`config.mk`:
```
export PLATFORM = sky130hd
export DESIGN_NAME = ifsc_top
export DESIGN_NICKNAME = d
export VERILOG_FILES = /design/src/ifsc_pkg.sv /design/src/ifsc_top.sv
export VERILOG_INCLUDE_DIRS = /design/src
export SDC_FILE = /design/constraint.sdc
export NUM_CORES = 1
export LEC_CHECK = 0
export BUFFER_PORTS_ARGS = -buffer_cell sky130_fd_sc_hd__buf_2
export CAP_MARGIN = 20
export CELL_PAD_IN_SITES_DETAIL_PLACEMENT = 1
export CELL_PAD_IN_SITES_GLOBAL_PLACEMENT = 2
export CORE_ASPECT_RATIO = 1.2
export CORE_MARGIN = 2
export CORE_UTILIZATION = 25
export DETAILED_ROUTE_END_ITERATION = 8
export PLACE_DENSITY_LB_ADDON = 0.1
export SKIP_CTS_REPAIR_TIMING = 1
export SLEW_MARGIN = 25
export SYNTH_ARGS = -nofsm -noshare
export SYNTH_HDL_FRONTEND = slang
export SYNTH_SLANG_ARGS = --single-unit
```
`constraint.sdc`:
```
create_clock -name clk_i -period 3.3 [get_ports clk_i]
set_input_delay 0.165 -clock clk_i [delete_from_list [all_inputs] [get_ports clk_i]]
set_output_delay 0.165 -clock clk_i [all_outputs]
set_load 0.1 [all_outputs]
```
`src/ifsc_defs.svh`:
```
// Register offsets, field positions, reset values and widths of the
// FIFO-status and slot interrupt controller.
// Assumes inclusion by bare name from the package and the top module.
`ifndef IFSC_DEFS_SVH
`define IFSC_DEFS_SVH

// ============================================================
// Register indices (16-bit registers, word addressed)
`define IFSC_ADDR_W             8
`define IFSC_OFS_STATUS         8'h00
`define IFSC_OFS_MASK           8'h01
`define IFSC_OFS_PINCTL         8'h02
`define IFSC_OFS_THRESH         8'h06

// ============================================================
// Field positions
`define IFSC_STAT_CNT_HI        15
`define IFSC_STAT_CNT_LO        8
`define IFSC_STAT_FLUSH_BIT     15
`define IFSC_STAT_SLOTB_BIT     6
`define IFSC_STAT_SLOTA_BIT     5
`define IFSC_MASK_FIFO_BIT      8
`define IFSC_MASK_SLOTB_BIT     6
`define IFSC_MASK_SLOTA_BIT     5
`define IFSC_PIN_ENA_BIT        2
`define IFSC_PIN_DRV_BIT        1
`define IFSC_PIN_POL_BIT        0
`define IFSC_THR_HI             13
`define IFSC_THR_LO             8

// ============================================================
// Reset values and write masks
`define IFSC_MASK_RST           16'h00FF
`define IFSC_PINCTL_RST         16'h0000
`define IFSC_THRESH_RST         16'h0000
`define IFSC_MASK_WMASK         16'hFFFF
`define IFSC_PINCTL_WMASK       16'h0007
`define IFSC_THRESH_WMASK       16'h3FFF

`endif

```
`src/ifsc_pkg.sv`:
```
// Types of the FIFO-status and slot interrupt controller.
// Assumes ifsc_defs.svh is on the include path.
`include "ifsc_defs.svh"

package ifsc_pkg;

   // ============================================================
   // Whole state of the controller, registered in one place
   typedef struct packed {
      logic        slota_flag;
      logic        slotb_flag;
      logic [15:0] mask;
      logic [15:0] pinctl;
      logic [15:0] thresh;
      logic        irq;
      logic        flush;
      logic        pin_level;
      logic        pin_oe;
      logic [15:0] rdata;
      logic        rvalid;
   } ifsc_state_t;

endpackage

```
`src/ifsc_top.sv`:
```
// FIFO-level reporting, slot event flags, interrupt masking and the
// configurable interrupt pin driver.
// Assumes a register port from the serial interface engine, synchronous
// to clk_i, with single-cycle write and read strobes, and pulse inputs
// from the sample sequencer for each slot event.
//
// Summary of operation
// Status upper byte shows bytes currently waiting in the data FIFO.
// Byte count halved to words before comparing with word threshold.
// Writing one to status bit 15 flushes FIFO when access is enabled.
// Slot B event sets status bit 6; writing one clears it.
// Slot A event sets status bit 5; writing one clears it.
// Writing zero to a slot event flag leaves it unchanged.
// Mask bit 8 gates the FIFO threshold interrupt, zero enables, reset zero.
// Mask bit 6 gates slot B interrupt, zero enables, reset masked.
// Mask bit 5 gates slot A interrupt, zero enables, reset masked.
// Pin output enable bit clear floats the pin; flags keep updating.
// Drive style zero always drives; one drives only while asserted.
// Polarity bit zero gives active high pin, one active low.
// FIFO interrupt raised while FIFO word count exceeds six-bit threshold.
// FIFO interrupt drops by itself once count no longer exceeds threshold.
// Shared pins use drive-when-asserted style with a matching board pull.
// Interrupt is OR of unmasked active flags and FIFO condition.
`timescale 1ns/1ps
`include "ifsc_defs.svh"

module ifsc_top #(
   parameter int ADDR_W = `IFSC_ADDR_W
) (
   input  wire logic              clk_i,
   input  wire logic              rst_n_i,
   input  wire logic [ADDR_W-1:0] reg_addr_i,
   input  wire logic [15:0]       reg_wdata_i,
   input  wire logic              reg_wr_i,
   input  wire logic              reg_rd_i,
   output      logic [15:0]       reg_rdata_o,
   output      logic              reg_rvalid_o,
   input  wire logic [7:0]        fifo_bytes_i,
   input  wire logic              fifo_host_access_enable_i,
   input  wire logic              slota_event_i,
   input  wire logic              slotb_event_i,
   output      logic              fifo_flush_o,
   output      logic              irq_pending_o,
   output      logic              irq_pin_o,
   output      logic              irq_pin_oe_o
);

   // ============================================================
   // Helper functions

   // Register index match, shared by the write and read decoders
   function automatic logic addr_is(input logic [ADDR_W-1:0] a,
                                    input logic [7:0]        ofs);
      addr_is = (a == ADDR_W'(ofs));
   endfunction

   // Masked register update: only writable bits take new data
   function automatic logic [15:0] wr_field(input logic [15:0] old_v,
                                            input logic [15:0] new_v,
                                            input logic [15:0] wmask);
      wr_field = (old_v & ~wmask) | (new_v & wmask);
   endfunction

   // ============================================================
   // State

   ifsc_pkg::ifsc_state_t st;
   ifsc_pkg::ifsc_state_t next_st;

   logic        wr_status;
   logic        wr_mask;
   logic        wr_pinctl;
   logic        wr_thresh;
   logic [6:0]  fifo_words;
   logic [5:0]  thresh_words;
   logic        fifo_over;
   logic        irq_raw;
   logic [15:0] status_view;
   logic [15:0] rd_mux;

   // ============================================================
   // Write decode

   always_comb begin
      wr_status = reg_wr_i && addr_is(reg_addr_i, `IFSC_OFS_STATUS);
      wr_mask   = reg_wr_i && addr_is(reg_addr_i, `IFSC_OFS_MASK);
      wr_pinctl = reg_wr_i && addr_is(reg_addr_i, `IFSC_OFS_PINCTL);
      wr_thresh = reg_wr_i && addr_is(reg_addr_i, `IFSC_OFS_THRESH);
   end

   // ============================================================
   // FIFO threshold compare

   always_comb begin
      // bytes to words
      // An odd trailing byte is not a whole word, so it is dropped.
      fifo_words   = fifo_bytes_i[7:1];
      thresh_words = st.thresh[`IFSC_THR_HI:`IFSC_THR_LO];
      // words exceed threshold
      // Self clearing compare
      // Level compare with no latch: falls as soon as the word count drops to the threshold.
      fifo_over    = fifo_words > {1'b0, thresh_words};
   end

   // ============================================================
   // Interrupt combine

   always_comb begin
      // OR of unmasked sources
      irq_raw = 1'b0;
      // slot A gate
      if (st.slota_flag && !st.mask[`IFSC_MASK_SLOTA_BIT]) begin
         irq_raw = 1'b1;
      end
      // slot B gate
      if (st.slotb_flag && !st.mask[`IFSC_MASK_SLOTB_BIT]) begin
         irq_raw = 1'b1;
      end
      // FIFO gate
      if (fifo_over && !st.mask[`IFSC_MASK_FIFO_BIT]) begin
         irq_raw = 1'b1;
      end
   end

   // ============================================================
   // Read view

   always_comb begin
      status_view = 16'h0000;
      // FIFO byte count
      status_view[`IFSC_STAT_CNT_HI:`IFSC_STAT_CNT_LO] = fifo_bytes_i;
      status_view[`IFSC_STAT_SLOTB_BIT] = st.slotb_flag;
      status_view[`IFSC_STAT_SLOTA_BIT] = st.slota_flag;

      rd_mux = 16'h0000;
      if (addr_is(reg_addr_i, `IFSC_OFS_STATUS)) begin
         rd_mux = status_view;
      end else if (addr_is(reg_addr_i, `IFSC_OFS_MASK)) begin
         rd_mux = st.mask;
      end else if (addr_is(reg_addr_i, `IFSC_OFS_PINCTL)) begin
         rd_mux = st.pinctl;
      end else if (addr_is(reg_addr_i, `IFSC_OFS_THRESH)) begin
         rd_mux = st.thresh;
      end
   end

   // ============================================================
   // Next state

   always_comb begin
      next_st = st;

      // slot A flag, W1C
      // zero write holds
      // Set is applied after the clear so a same-cycle event is kept.
      if (wr_status && reg_wdata_i[`IFSC_STAT_SLOTA_BIT]) begin
         next_st.slota_flag = 1'b0;
      end
      if (slota_event_i) begin
         next_st.slota_flag = 1'b1;
      end

      // slot B flag, W1C
      if (wr_status && reg_wdata_i[`IFSC_STAT_SLOTB_BIT]) begin
         next_st.slotb_flag = 1'b0;
      end
      if (slotb_event_i) begin
         next_st.slotb_flag = 1'b1;
      end

      // FIFO flush strobe
      // Without access enabled the write to bit 15 is silently dropped.
      next_st.flush = wr_status && fifo_host_access_enable_i
                      && reg_wdata_i[`IFSC_STAT_FLUSH_BIT];

      if (wr_mask) begin
         next_st.mask = wr_field(st.mask, reg_wdata_i, `IFSC_MASK_WMASK);
      end
      if (wr_pinctl) begin
         next_st.pinctl = wr_field(st.pinctl, reg_wdata_i,
                                   `IFSC_PINCTL_WMASK);
      end
      if (wr_thresh) begin
         next_st.thresh = wr_field(st.thresh, reg_wdata_i,
                                   `IFSC_THRESH_WMASK);
      end

      next_st.irq = irq_raw;

      // polarity select
      next_st.pin_level = irq_raw ^ st.pinctl[`IFSC_PIN_POL_BIT];

      // pin enable
      // drive style
      // Open-drain style releases the pin when idle; the board pull
      // must sit at the idle level, which a shared pin also needs.
      next_st.pin_oe = st.pinctl[`IFSC_PIN_ENA_BIT]
                       && (!st.pinctl[`IFSC_PIN_DRV_BIT] || irq_raw);

      next_st.rvalid = reg_rd_i;
      if (reg_rd_i) begin
         next_st.rdata = rd_mux;
      end
   end

   // ============================================================
   // State register

   always_ff @(posedge clk_i) begin
      if (!rst_n_i) begin
         st.slota_flag <= 1'b0;
         st.slotb_flag <= 1'b0;
         st.mask       <= `IFSC_MASK_RST;
         st.pinctl     <= `IFSC_PINCTL_RST;
         st.thresh     <= `IFSC_THRESH_RST;
         st.irq        <= 1'b0;
         st.flush      <= 1'b0;
         st.pin_level  <= 1'b0;
         st.pin_oe     <= 1'b0;
         st.rdata      <= 16'h0000;
         st.rvalid     <= 1'b0;
      end else begin
         st <= next_st;
      end
   end

   // ============================================================
   // Outputs

   always_comb begin
      reg_rdata_o   = st.rdata;
      reg_rvalid_o  = st.rvalid;
      fifo_flush_o  = st.flush;
      irq_pending_o = st.irq;
      irq_pin_o     = st.pin_level;
      irq_pin_oe_o  = st.pin_oe;
   end

endmodule

```
==> metrics, run 1 <==
Final min period roughly 2.2 ns; mux cell area share after synthesis roughly 14%; Peak VDD IR ~0.17 mV; drt initial violations 54; TritonCTS Buffers 5; R2R depth 6; grt ovf 0; CP arrival between 2 and 2.5 ns; fmax roughly 450 MHz; most common cell after layout, fill and taps aside buf_2; synth warn 0; number of global-route vias before repair around 2300; Worst Tran Pin Value about 0.89 ns; R2R setup slack between 1 and 1.5 ns; global-route wire length before repair 12600 µm; post-route ant nets 0; Cells after Synth around 300; die width between 90 and 100 µm; Detailed Routing Iterations Pass 1 4; worst clock skew just over 0.004 ns; routability cong. between 0.6 and 0.7; initial antenna violation count 0; largest net degree at the start of global routing 32; Hold Path End st[70]; diode count 0; Post-Synth Simple-Gate Area around 17%; Worst Path Max Fanout 3; synthesized area per cell between 8 and 9 µm²; status complete, no violations; CTS sink cnt 56; TritonCTS clock tree built; layout cells sized above 1 between 20 and 25%; Crit Reg-Reg Endpoint irq_pin_o; Mapped Nets ~350; maximum capacitance violations 0; RSZ-0062 raised after global routing false; Final HPWL DP 5630 µm; CP startpoint kind register; largest family of logic cells by synthesized area simple AND/OR/NAND/NOR gates; critical-path cell list inv_1 > ha_1 > and4b_1 > a21boi_0 > o32ai_1 > mux2i_1; Hold Crit Class in -> reg; Post-Synth XOR/XNOR Area 0%; die area 11600 µm²; Die H between 100 and 150 µm; Worst Min Path Start reg_wdata_i[5]; core area 10500 µm²; wire length per cell 16.6 µm; post-synthesis compound-gate area fraction roughly 14%; CP endpoint kind register; pre-CTS setup slack 0.844 ns; Max-slew headroom between 40% and 50%; Root Buffer clkbuf_16; PwrDens ~440 nW/µm²; Critical Path RT 3.50 ns; post-route cell area around 3100 µm²; fillers approximately 1300; leakage around 1.4 nW; register area share after synthesis between 40% and 50%; H-tree depth 2; # DRC 0; dpl cell area approximately 3000 µm²; hold depth 2; CP Launch Point st[34]; total track usage 13.8%; via count roughly 2200; most frequent cells in the layout buf_2 (59), dfxtp_1 (56), nor2_1 (40); Synth Register Bits between 50 and 60; library cells used by synthesis 39; final setup vio count 0; fin nets between 300 and 400; register clock-pin slew on the reported worst setup and hold paths around 0.070 ns; Skew-Pair Late Insertion Delay 0.29 ns; Slowest cell on crit path o32ai_1; # port buffers 59; adder-cell share of the synthesized area between 2 and 3%; setup ws final between 1 and 1.5 ns; vias per cell around 4.6; area of the mapped netlist between 2000 and 3000 µm²; Initial Util approximately 26%; period utilization 66.8%; Hold Fails Final Rpt 0; Final Util 29.7%; Layout area overhead 16.1%; fin. max-slew vios 0; Setup TNS 0 ns; WL final 7740 µm; Rows 41; Crit Path Class reg -> reg; I/O Pins 60; clk buf depth 2; Crit path largest cell delay 0.78 ns; Reg2Reg Launch Point st[34]
-- critical path: cells and delay by family (launching register included) --
| family | cells | cell delay (ns) |
|---|---|---|
| compound gates | 2 | 0.90 |
| flops | 1 | 0.36 |
| mux | 1 | 0.30 |
| fa+ha+maj | 1 | 0.28 |
| simple gates | 1 | 0.22 |
| buf+inv | 1 | 0.06 |
-- through the flow --
| step | total power [mW] | std cells | hold WS [ns] |
|---|---|---|---|
| floorplan | 0.767 | 301 | 0.266 |
| global placement | 0.825 | 460 | 0.405 |
| detailed placement | 0.825 | 460 | 0.411 |
| CTS | 1.39 | 467 | 0.104 |
| global route | 1.43 | 467 | 0.111 |
| finish | 1.36 | 467 | 0.107 |
-- cell usage after synthesis --
master	instances	area share, %
dfxtp_1	56	42
nor2_1	40	5.6
mux2i_1	34	13
a21oi_1	27	5.0
inv_1	20	2.8
nand2_1	20	2.8
buf_4	16	4.5
clkbuf_1	14	2.0
o31ai_1	8	2.2
nand2b_1	7	1.6
ha_1	6	2.8
and2_1	5	1.2
nand3b_1	4	1.1
nor2b_1	4	0.93
a211o_1	3	0.98
a22o_1	3	0.98
a32o_1	3	1.1
o2111ai_1	3	0.98
or4_1	3	0.84
a31oi_1	2	0.47
buf_6	2	0.84
mux2_2	2	0.84
nand3_1	2	0.37
o21ai_0	2	0.37
a21boi_0	1	0.28
a41oi_1	1	0.33
and3b_1	1	0.33
and4b_1	1	0.37
buf_2	1	0.19
buf_8	1	0.56
nand4_1	1	0.23
nor3_1	1	0.19
nor4_4	1	0.79
o221ai_1	1	0.33
o22ai_1	1	0.23
o32ai_1	1	0.33
or2_2	1	0.23
or3b_2	1	0.33
or4b_1	1	0.37
-- registers in the layout, summed over array words and instances (netlist names) --
| name | count |
|---|---|
| fifo_flush_o | 1 |
| irq_pin_oe_o | 1 |
| st | 35 |
| reg_rvalid_o | 1 |
| reg_rdata_o | 16 |
| irq_pending_o | 1 |
| irq_pin_o | 1 |
-- routing by layer --
| layer | vias to the layer above | part of all wire (%) | global-route usage, % |
|---|---|---|---|
| li1 | 1082 | - | - |
| met1 | 1035 | 46 | 18.2 |
| met2 | 43 | 50 | 23.9 |
| met3 | 2 | 3.4 | 2.26 |
| met4 | 0 | 0.59 | 2.83 |
| met5 | - | 0 | 0 |
-- area by class of cell --
type,instances,area [µm²],area share (%)
Sequential cell,56,1120,36.0
Tap cell,129,161,5.19
Clock buffer,7,153,4.91
Inverter,20,75.1,2.41
Timing Repair Buffer,64,333,10.7
Multi-Input combinational cell,191,1270,40.8
-- where the power goes --
| part | total [mW] | switching (mW) | internal, mW |
|---|---|---|---|
| clock network | 0.557 | 0.238 | 0.320 |
| logic | 0.124 | 0.0849 | 0.0390 |
| registers | 0.683 | 0.00238 | 0.680 |
| total | 1.36 | 0.325 | 1.04 |
-- cell families (layout without fill, tap and decap cells) --
family,Yosys count,in the layout
compound gates,56,56
mux,36,36
simple gates,93,93
fa+ha+maj,6,6
buf+inv,54,91
flops,56,56
-- worst max-delay path by stage --
stage / to / slack (ns) / cells past startpoint
after floorplan: st[53] / 1.37 / 6
after global placement: reg_rdata_o[3] / 0.86 / 5
after detailed placement: reg_rdata_o[3] / 0.84 / 5
after CTS: irq_pin_o / 1.07 / 6
after global routing: irq_pin_o / 0.97 / 6
final: irq_pin_o / 1.10 / 6
(Power assumes the default switching activity.)
==> inputs of run 2 (changes only) <==
- ABC_AREA: not set -> 1
- clock period: 3.3 -> 2.2 ns (I/O delays scaled with it)
==> run 2 against run 1 <==
Die area is 3.8% higher; area after synthesis up 3.9%; largest cell class unchanged; utilization is 0.21 points lower; global-route usage is 0.98 points higher; first-iteration DRC count down 13%; largest power group unchanged; cell count increased by 18%; combinational power rose by 72%; setup slack worse by 0.43 ns; sequential share of layout area shrank 1.3 points; critical path type unchanged; non-clock buffer count up 1; hold slack worse by 0.062 ns.
==> metrics, run 2 <==
leakage 1.55 nW (was 1.36 nW); Initial Util 25.5% (was 25.6%); post-route cell area 3230 µm² (was 3110 µm²); layout cells sized above 1 22.1% (was 22.5%); drt initial violations 47 (was 54); Post-synth EDFFs 0 (unchanged); CTS sink cnt 56 (unchanged); most frequent cells in the layout nand2_1 (83), buf_2 (59), dfxtp_1 (56) (was buf_2 (59), dfxtp_1 (56), nor2_1 (40)); share of the synthesized area in the top cell type 40.3% (was 41.8%); WL final 8490 µm (was 7740 µm); synth top area cells dfxtp_1 (40%), nand2_1 (11%), a21oi_1 (8.4%) (was dfxtp_1 (42%), mux2i_1 (13%), nor2_1 (5.6%)); routability cong. 0.727 (was 0.695); Final HPWL DP 6440 µm (was 5630 µm); fmax 651 MHz (was 454 MHz); core area 10900 µm² (was 10500 µm²); RSZ-0062 raised after global routing false (unchanged); Yosys top cell by area dfxtp_1 (unchanged); Top FF cell, synth dfxtp_1 (unchanged); Synth Register Bits 56 (unchanged); register clock-pin slew on the reported worst setup and hold paths 0.07 ns (about the same); Mapped Nets 426 (was 346); status complete, no violations (unchanged); TritonCTS clock tree built (unchanged); R2R depth 10 (was 6); post-route ant nets 0 (unchanged); Worst Tran Pin Value 0.639 ns (was 0.892 ns); H-tree depth 2 (unchanged); async set-or-reset flop fraction in the synthesized netlist 0% (unchanged); fin nets 464 (was 383); Layout area overhead 15.9% (was 16.1%); top cells by count, synth nand2_1 (83), dfxtp_1 (56), a21oi_1 (47) (was dfxtp_1 (56), nor2_1 (40), mux2i_1 (34)); fin. max-slew vios 0 (unchanged); Cells after Synth 381 (was 301); initial antenna violation count 0 (unchanged); Die H 120 µm (was 117 µm); fillers 1382 (was 1278); top-count cell post-synth nand2_1 (was dfxtp_1); via count 2478 (was 2162); largest net degree at the start of global routing 35 (was 32); Crit Path Class reg -> reg (unchanged); die width 100 µm (was 98.5 µm); wire length per cell 15.4 µm (was 16.6 µm); diode count 0 (unchanged); worst hold margin 0.0454 ns (was 0.107 ns); Hold Crit Class in -> reg (unchanged); most common cell after layout, fill and taps aside nand2_1 (was buf_2); Peak VDD IR 0.322 mV (was 0.175 mV); max reg flops 35 (unchanged); maximum capacitance violations 0 (unchanged); TritonCTS Buffers 5 (unchanged); CP arrival 1.74 ns (was 2.41 ns); dpl cell area 3060 µm² (was 2960 µm²); register area share after synthesis 40.3% (was 41.8%); global-route wire length before repair 13600 µm (was 12600 µm); Setup TNS 0 ns (unchanged); Root Buffer clkbuf_16 (unchanged); period utilization 69.8% (was 66.8%); number of global-route vias before repair 2616 (was 2305); CP startpoint kind register (unchanged); largest register by flop count st (unchanged); Skew-Pair Late Insertion Delay 0.30 ns (was 0.29 ns); hold depth 3 (was 2); CP endpoint kind register (unchanged); total track usage 14.8% (was 13.8%); Hold Fails Final Rpt 0 (unchanged); final setup vio count 0 (unchanged); grt ovf 0 (unchanged); area of the mapped netlist 2790 µm² (was 2680 µm²); clk buf depth 2 (unchanged); synth warn 0 (unchanged); vias per cell 4.49 (was 4.63); I/O Pins 60 (unchanged); library cells used by synthesis 26 (was 39); PwrDens 674 nW/µm² (was 438 nW/µm²); register area 1120 µm² (unchanged); Multi-input gate area 1260 µm² (was 1270 µm²); synthesized area per cell 7.31 µm² (was 8.90 µm²); Critical Path RT 2.40 ns (was 3.50 ns); Detailed Routing Iterations Pass 1 4 (unchanged); Final min period 1.54 ns (was 2.20 ns); Worst Path Max Fanout 4 (was 3); # port buffers 59 (unchanged); worst clock skew 0.00562 ns (was 0.00413 ns); die area 12000 µm² (was 11600 µm²); Rows 42 (was 41); Max-slew headroom 57.4% (was 40.5%); # DRC 0 (unchanged)
## run 2: cell types whose count changed after synthesis, sizes merged, moves of 14 or more
| cell | change |
|---|---|
| o211ai | +14 |
| nand3 | +28 |
| o21ai | +23 |
| inv | +23 |
| nand2 | +65 |
| a21oi | +21 |
| mux2i | -34 |
## run 2: path summary, 6_finish.rpt
kind / from / slack [ns] / endpoint
max reg2reg: st[31] / 0.66 / irq_pin_oe_o
min reg2reg: st[56] / 0.46 / st[56]
min: slota_event_i / 0.05 / st[70]
max: st[31] / 0.66 / irq_pin_oe_o
## run 2: worst max-delay path, cell delays in order (launching register included)
cell	delay, ns
dfxtp_1	0.34
inv_1	0.06
ha_1	0.31
a21oi_1	0.14
nand2_1	0.08
nand2_1	0.07
nand2_1	0.05
nand2_1	0.17
nand3_1	0.12
nand2_1	0.08
inv_1	0.03
## run 2: per-stage QoR
step                worst slack [ns]  util, %  std cells  total power [mW]
floorplan                      0.910        -        381              1.19
global placement               0.600     28.0        544              1.27
detailed placement             0.522     28.0        544              1.27
CTS                            0.613     29.5        552              2.21
global route                   0.491     29.5        552              2.26
finish                         0.665     29.5        552              2.17
## run 2: power by group
| part | leakage, nW | switching (mW) | internal, mW |
|---|---|---|---|
| clock | 0.0815 | 0.391 | 0.543 |
| combinational | 1.01 | 0.155 | 0.0587 |
| sequential | 0.453 | 0.00433 | 1.02 |
| total | 1.55 | 0.550 | 1.62 |
## run 2: per-layer routing
metal / share of wire [%] / global-route usage (%)
met1: 45 / 18.2
met2: 51 / 26.6
met3: 3.2 / 2.68
met4: 1.1 / 3.60
met5: 0 / 0
## run 2: cell type report
| type | instances | share of cell area [%] |
|---|---|---|
| clock inverter | 2 | 1.20 |
| tap | 132 | 5.12 |
| timing repair buffer | 65 | 10.5 |
| inverter | 44 | 5.31 |
| sequential | 56 | 34.7 |
| clock buffer | 6 | 3.99 |
| multi-input combinational | 247 | 39.1 |
## run 2: cell families (layout without fill, tap and decap cells)
group	Yosys count	after routing	synth area share [%]
adders and majority gates	6	6	2.70
AOI/OAI and AO/OA	88	88	18.1
and+or+nand+nor	153	153	24.4
DFF	56	56	40.3
buffers and inverters	78	117	14.5
==> inputs of run 3 (changes only) <==
- ABC_AREA: 1 -> 0
- clock period: 2.2 -> 1.6 ns (I/O delays scaled with it)
==> run 3 against run 2 <==
The flow now finishes with violations (setup timing); clock skew increased by 0.0017 ns; routed wire length decreased by 5.0%; flip-flop and latch count unchanged; via count decreased by 8.3%; non-clock buffer count increased by 26; utilization increased by 2.7 points; maximum frequency decreased by 5.9%; die area decreased by 3.6%; global-route usage decreased by 0.74 points; final area increased by 4.4%; sequential power increased by 37%; count of clock-buffer cells in the layout unchanged; critical path type unchanged.
==> metrics, run 3 (synthesis results as in run 1) <==
Max-slew headroom 67.7% (was 57.4%); Initial Util 25.6% (was 25.5%); Skew-Pair Late Insertion Delay 0.30 ns (about the same); die area 11600 µm² (was 12000 µm²); TritonCTS clock tree built (unchanged); grt ovf 0 (unchanged); Int Power 2.09 mW (was 1.62 mW); # port buffers 59 (unchanged); core area 10500 µm² (was 10900 µm²); I/O Pins 60 (unchanged); CP arrival 1.86 ns (was 1.74 ns); worst hold margin 0.00491 ns (was 0.0454 ns); die width 98.5 µm (was 100 µm); Hold Fails Final Rpt 0 (unchanged); global-route wire length before repair 12700 µm (was 13600 µm); period utilization 102% (was 69.8%); fin nets 410 (was 464); Setup TNS -0.0313 ns (was 0 ns); Worst Tran Pin Value 0.487 ns (was 0.639 ns); number of global-route vias before repair 2365 (was 2616); Final min period 1.63 ns (was 1.54 ns); fmax 613 MHz (was 651 MHz); total track usage 14.1% (was 14.8%); Comb power frac 10.6% (was 9.8%); register clock-pin slew on the reported worst setup and hold paths 0.07 ns (about the same); via count 2273 (was 2478); Slowest cell on crit path dfxtp_2 (was dfxtp_1); final setup vio count 1 (was 0); Die H 117 µm (was 120 µm); Hold Path End st[70] (unchanged); layout cells sized above 1 31.5% (was 22.1%); Rows 41 (was 42); R2R depth 7 (was 10); Power Total 2.78 mW (was 2.17 mW); RSZ-0062 raised after global routing true (was false); Root Buffer clkbuf_16 (unchanged); Peak VDD IR 0.451 mV (was 0.322 mV); critical-path cell list inv_2 > ha_4 > and4b_1 > a21boi_2 > o32ai_2 > buf_4 > mux2i_1 (was inv_1 > ha_1 > a21oi_1 > nand2_1 > nand2_1 > nand2_1 > nand2_1 > nand3_1 > nand2_1 > inv_1); fin. max-slew vios 0 (unchanged); Crit Path Class reg -> reg (unchanged); Crit Reg-Reg Endpoint irq_pin_o (was irq_pin_oe_o); clk buf depth 2 (unchanged); hold depth 2 (was 3); largest register by flop count st (unchanged); maximum capacitance violations 0 (unchanged); initial antenna violation count 0 (unchanged); Reg2Reg Launch Point st[32] (was st[31]); PwrDens 824 nW/µm² (was 674 nW/µm²); most common cell after layout, fill and taps aside buf_2 (was nand2_1); Worst Path Max Fanout 3 (was 4); Seq pwr share 50.7% (was 47.2%); CTS sink cnt 56 (unchanged); setup ws final -0.0313 ns (was 0.665 ns); CP endpoint kind register (unchanged); Critical Path RT 1.83 ns (was 2.40 ns); Final Util 32.2% (was 29.5%); H-tree depth 2 (unchanged); most frequent cells in the layout buf_2 (59), dfxtp_1 (53), nor2_1 (39) (was nand2_1 (83), buf_2 (59), dfxtp_1 (56)); Final HPWL DP 6130 µm (was 6440 µm); R2R setup slack -0.03 ns (was 0.66 ns); Crit path largest cell delay 0.34 ns (about the same); TritonCTS Buffers 5 (unchanged); vias per cell 4.60 (was 4.49); switching share of power 24.9% (was 25.3%); Detailed Routing Iterations Pass 1 4 (unchanged); CP startpoint kind register (unchanged); Clk network pwr share 38.6% (was 43.0%); max reg flops 35 (unchanged); Worst Min Path Start reg_wdata_i[5] (was slota_event_i); failing checks setup timing; status complete, but fails checks (was complete, no violations); leakage 1.50 nW (was 1.55 nW); routability cong. 0.693 (was 0.727); wire length per cell 16.3 µm (was 15.4 µm); post-route ant nets 0 (unchanged); # DRC 0 (unchanged); worst clock skew 0.00728 ns (was 0.00562 ns); drt initial violations 58 (was 47); Hold Crit Class in -> reg (unchanged); Psw 0.691 mW (was 0.550 mW); diode count 0 (unchanged); Layout area overhead 25.7% (was 15.9%); largest net degree at the start of global routing 21 (was 35); WL final 8070 µm (was 8490 µm)
run 3: worst max-delay path by stage:
| stage | from | endpoint | slack (ns) |
|---|---|---|---|
| finish | st[32] | irq_pin_o | -0.03 |
| global route | st[32] | irq_pin_o | -0.15 |
| CTS | st[33] | irq_pin_o | -0.14 |
| detailed placement | reg_addr_i[6] | reg_rdata_o[4] | -0.26 |
| global placement | reg_addr_i[6] | st[37] | -0.24 |
| floorplan | reg_addr_i[6] | st[53] | -0.23 |
run 3: critical path, delay by kind of cell (launching register included):
kind / cells / cell delay (ns)
and+or+nand+nor: 1 / 0.21
buffers and inverters: 2 / 0.21
muxes: 1 / 0.16
AOI/OAI and AO/OA: 2 / 0.42
adders and majority gates: 1 / 0.22
DFF: 1 / 0.34
run 3: per-stage QoR:
| step | cells | worst slack (ns) | area [µm²] |
|---|---|---|---|
| CTS | 493 | -0.139 | 3300 |
| global placement | 486 | -0.236 | 3170 |
| detailed placement | 486 | -0.258 | 3170 |
| global route | 494 | -0.152 | 3370 |
| floorplan | 301 | -0.233 | 2710 |
| finish | 494 | -0.0313 | 3370 |
run 3: final cells by class:
type,count,area (µm²)
Fill cell,1268,7100
Multi-Input combinational cell,191,1330
Sequential cell,56,1120
Timing Repair Buffer,91,543
Tap cell,129,161
Clock buffer,6,129
Inverter,20,75.1
Clock inverter,1,5.00
run 3: per-layer routing:
| metal | wire [µm] | track usage (%) |
|---|---|---|
| met1 | 3670 | 17.4 |
| met2 | 4060 | 24.8 |
| met3 | 232 | 2.32 |
| met4 | 110 | 4.37 |
| met5 | 0 | 0 |
run 3: power by group through the flow:
stage / clock network, mW / registers (mW) / logic (mW)
floorplan: 0 / 1.48 / 0.107
global placement: 0 / 1.44 / 0.294
detailed placement: 0 / 1.44 / 0.295
CTS: 1.12 / 1.41 / 0.296
global route: 1.18 / 1.41 / 0.325
finish: 1.07 / 1.41 / 0.295
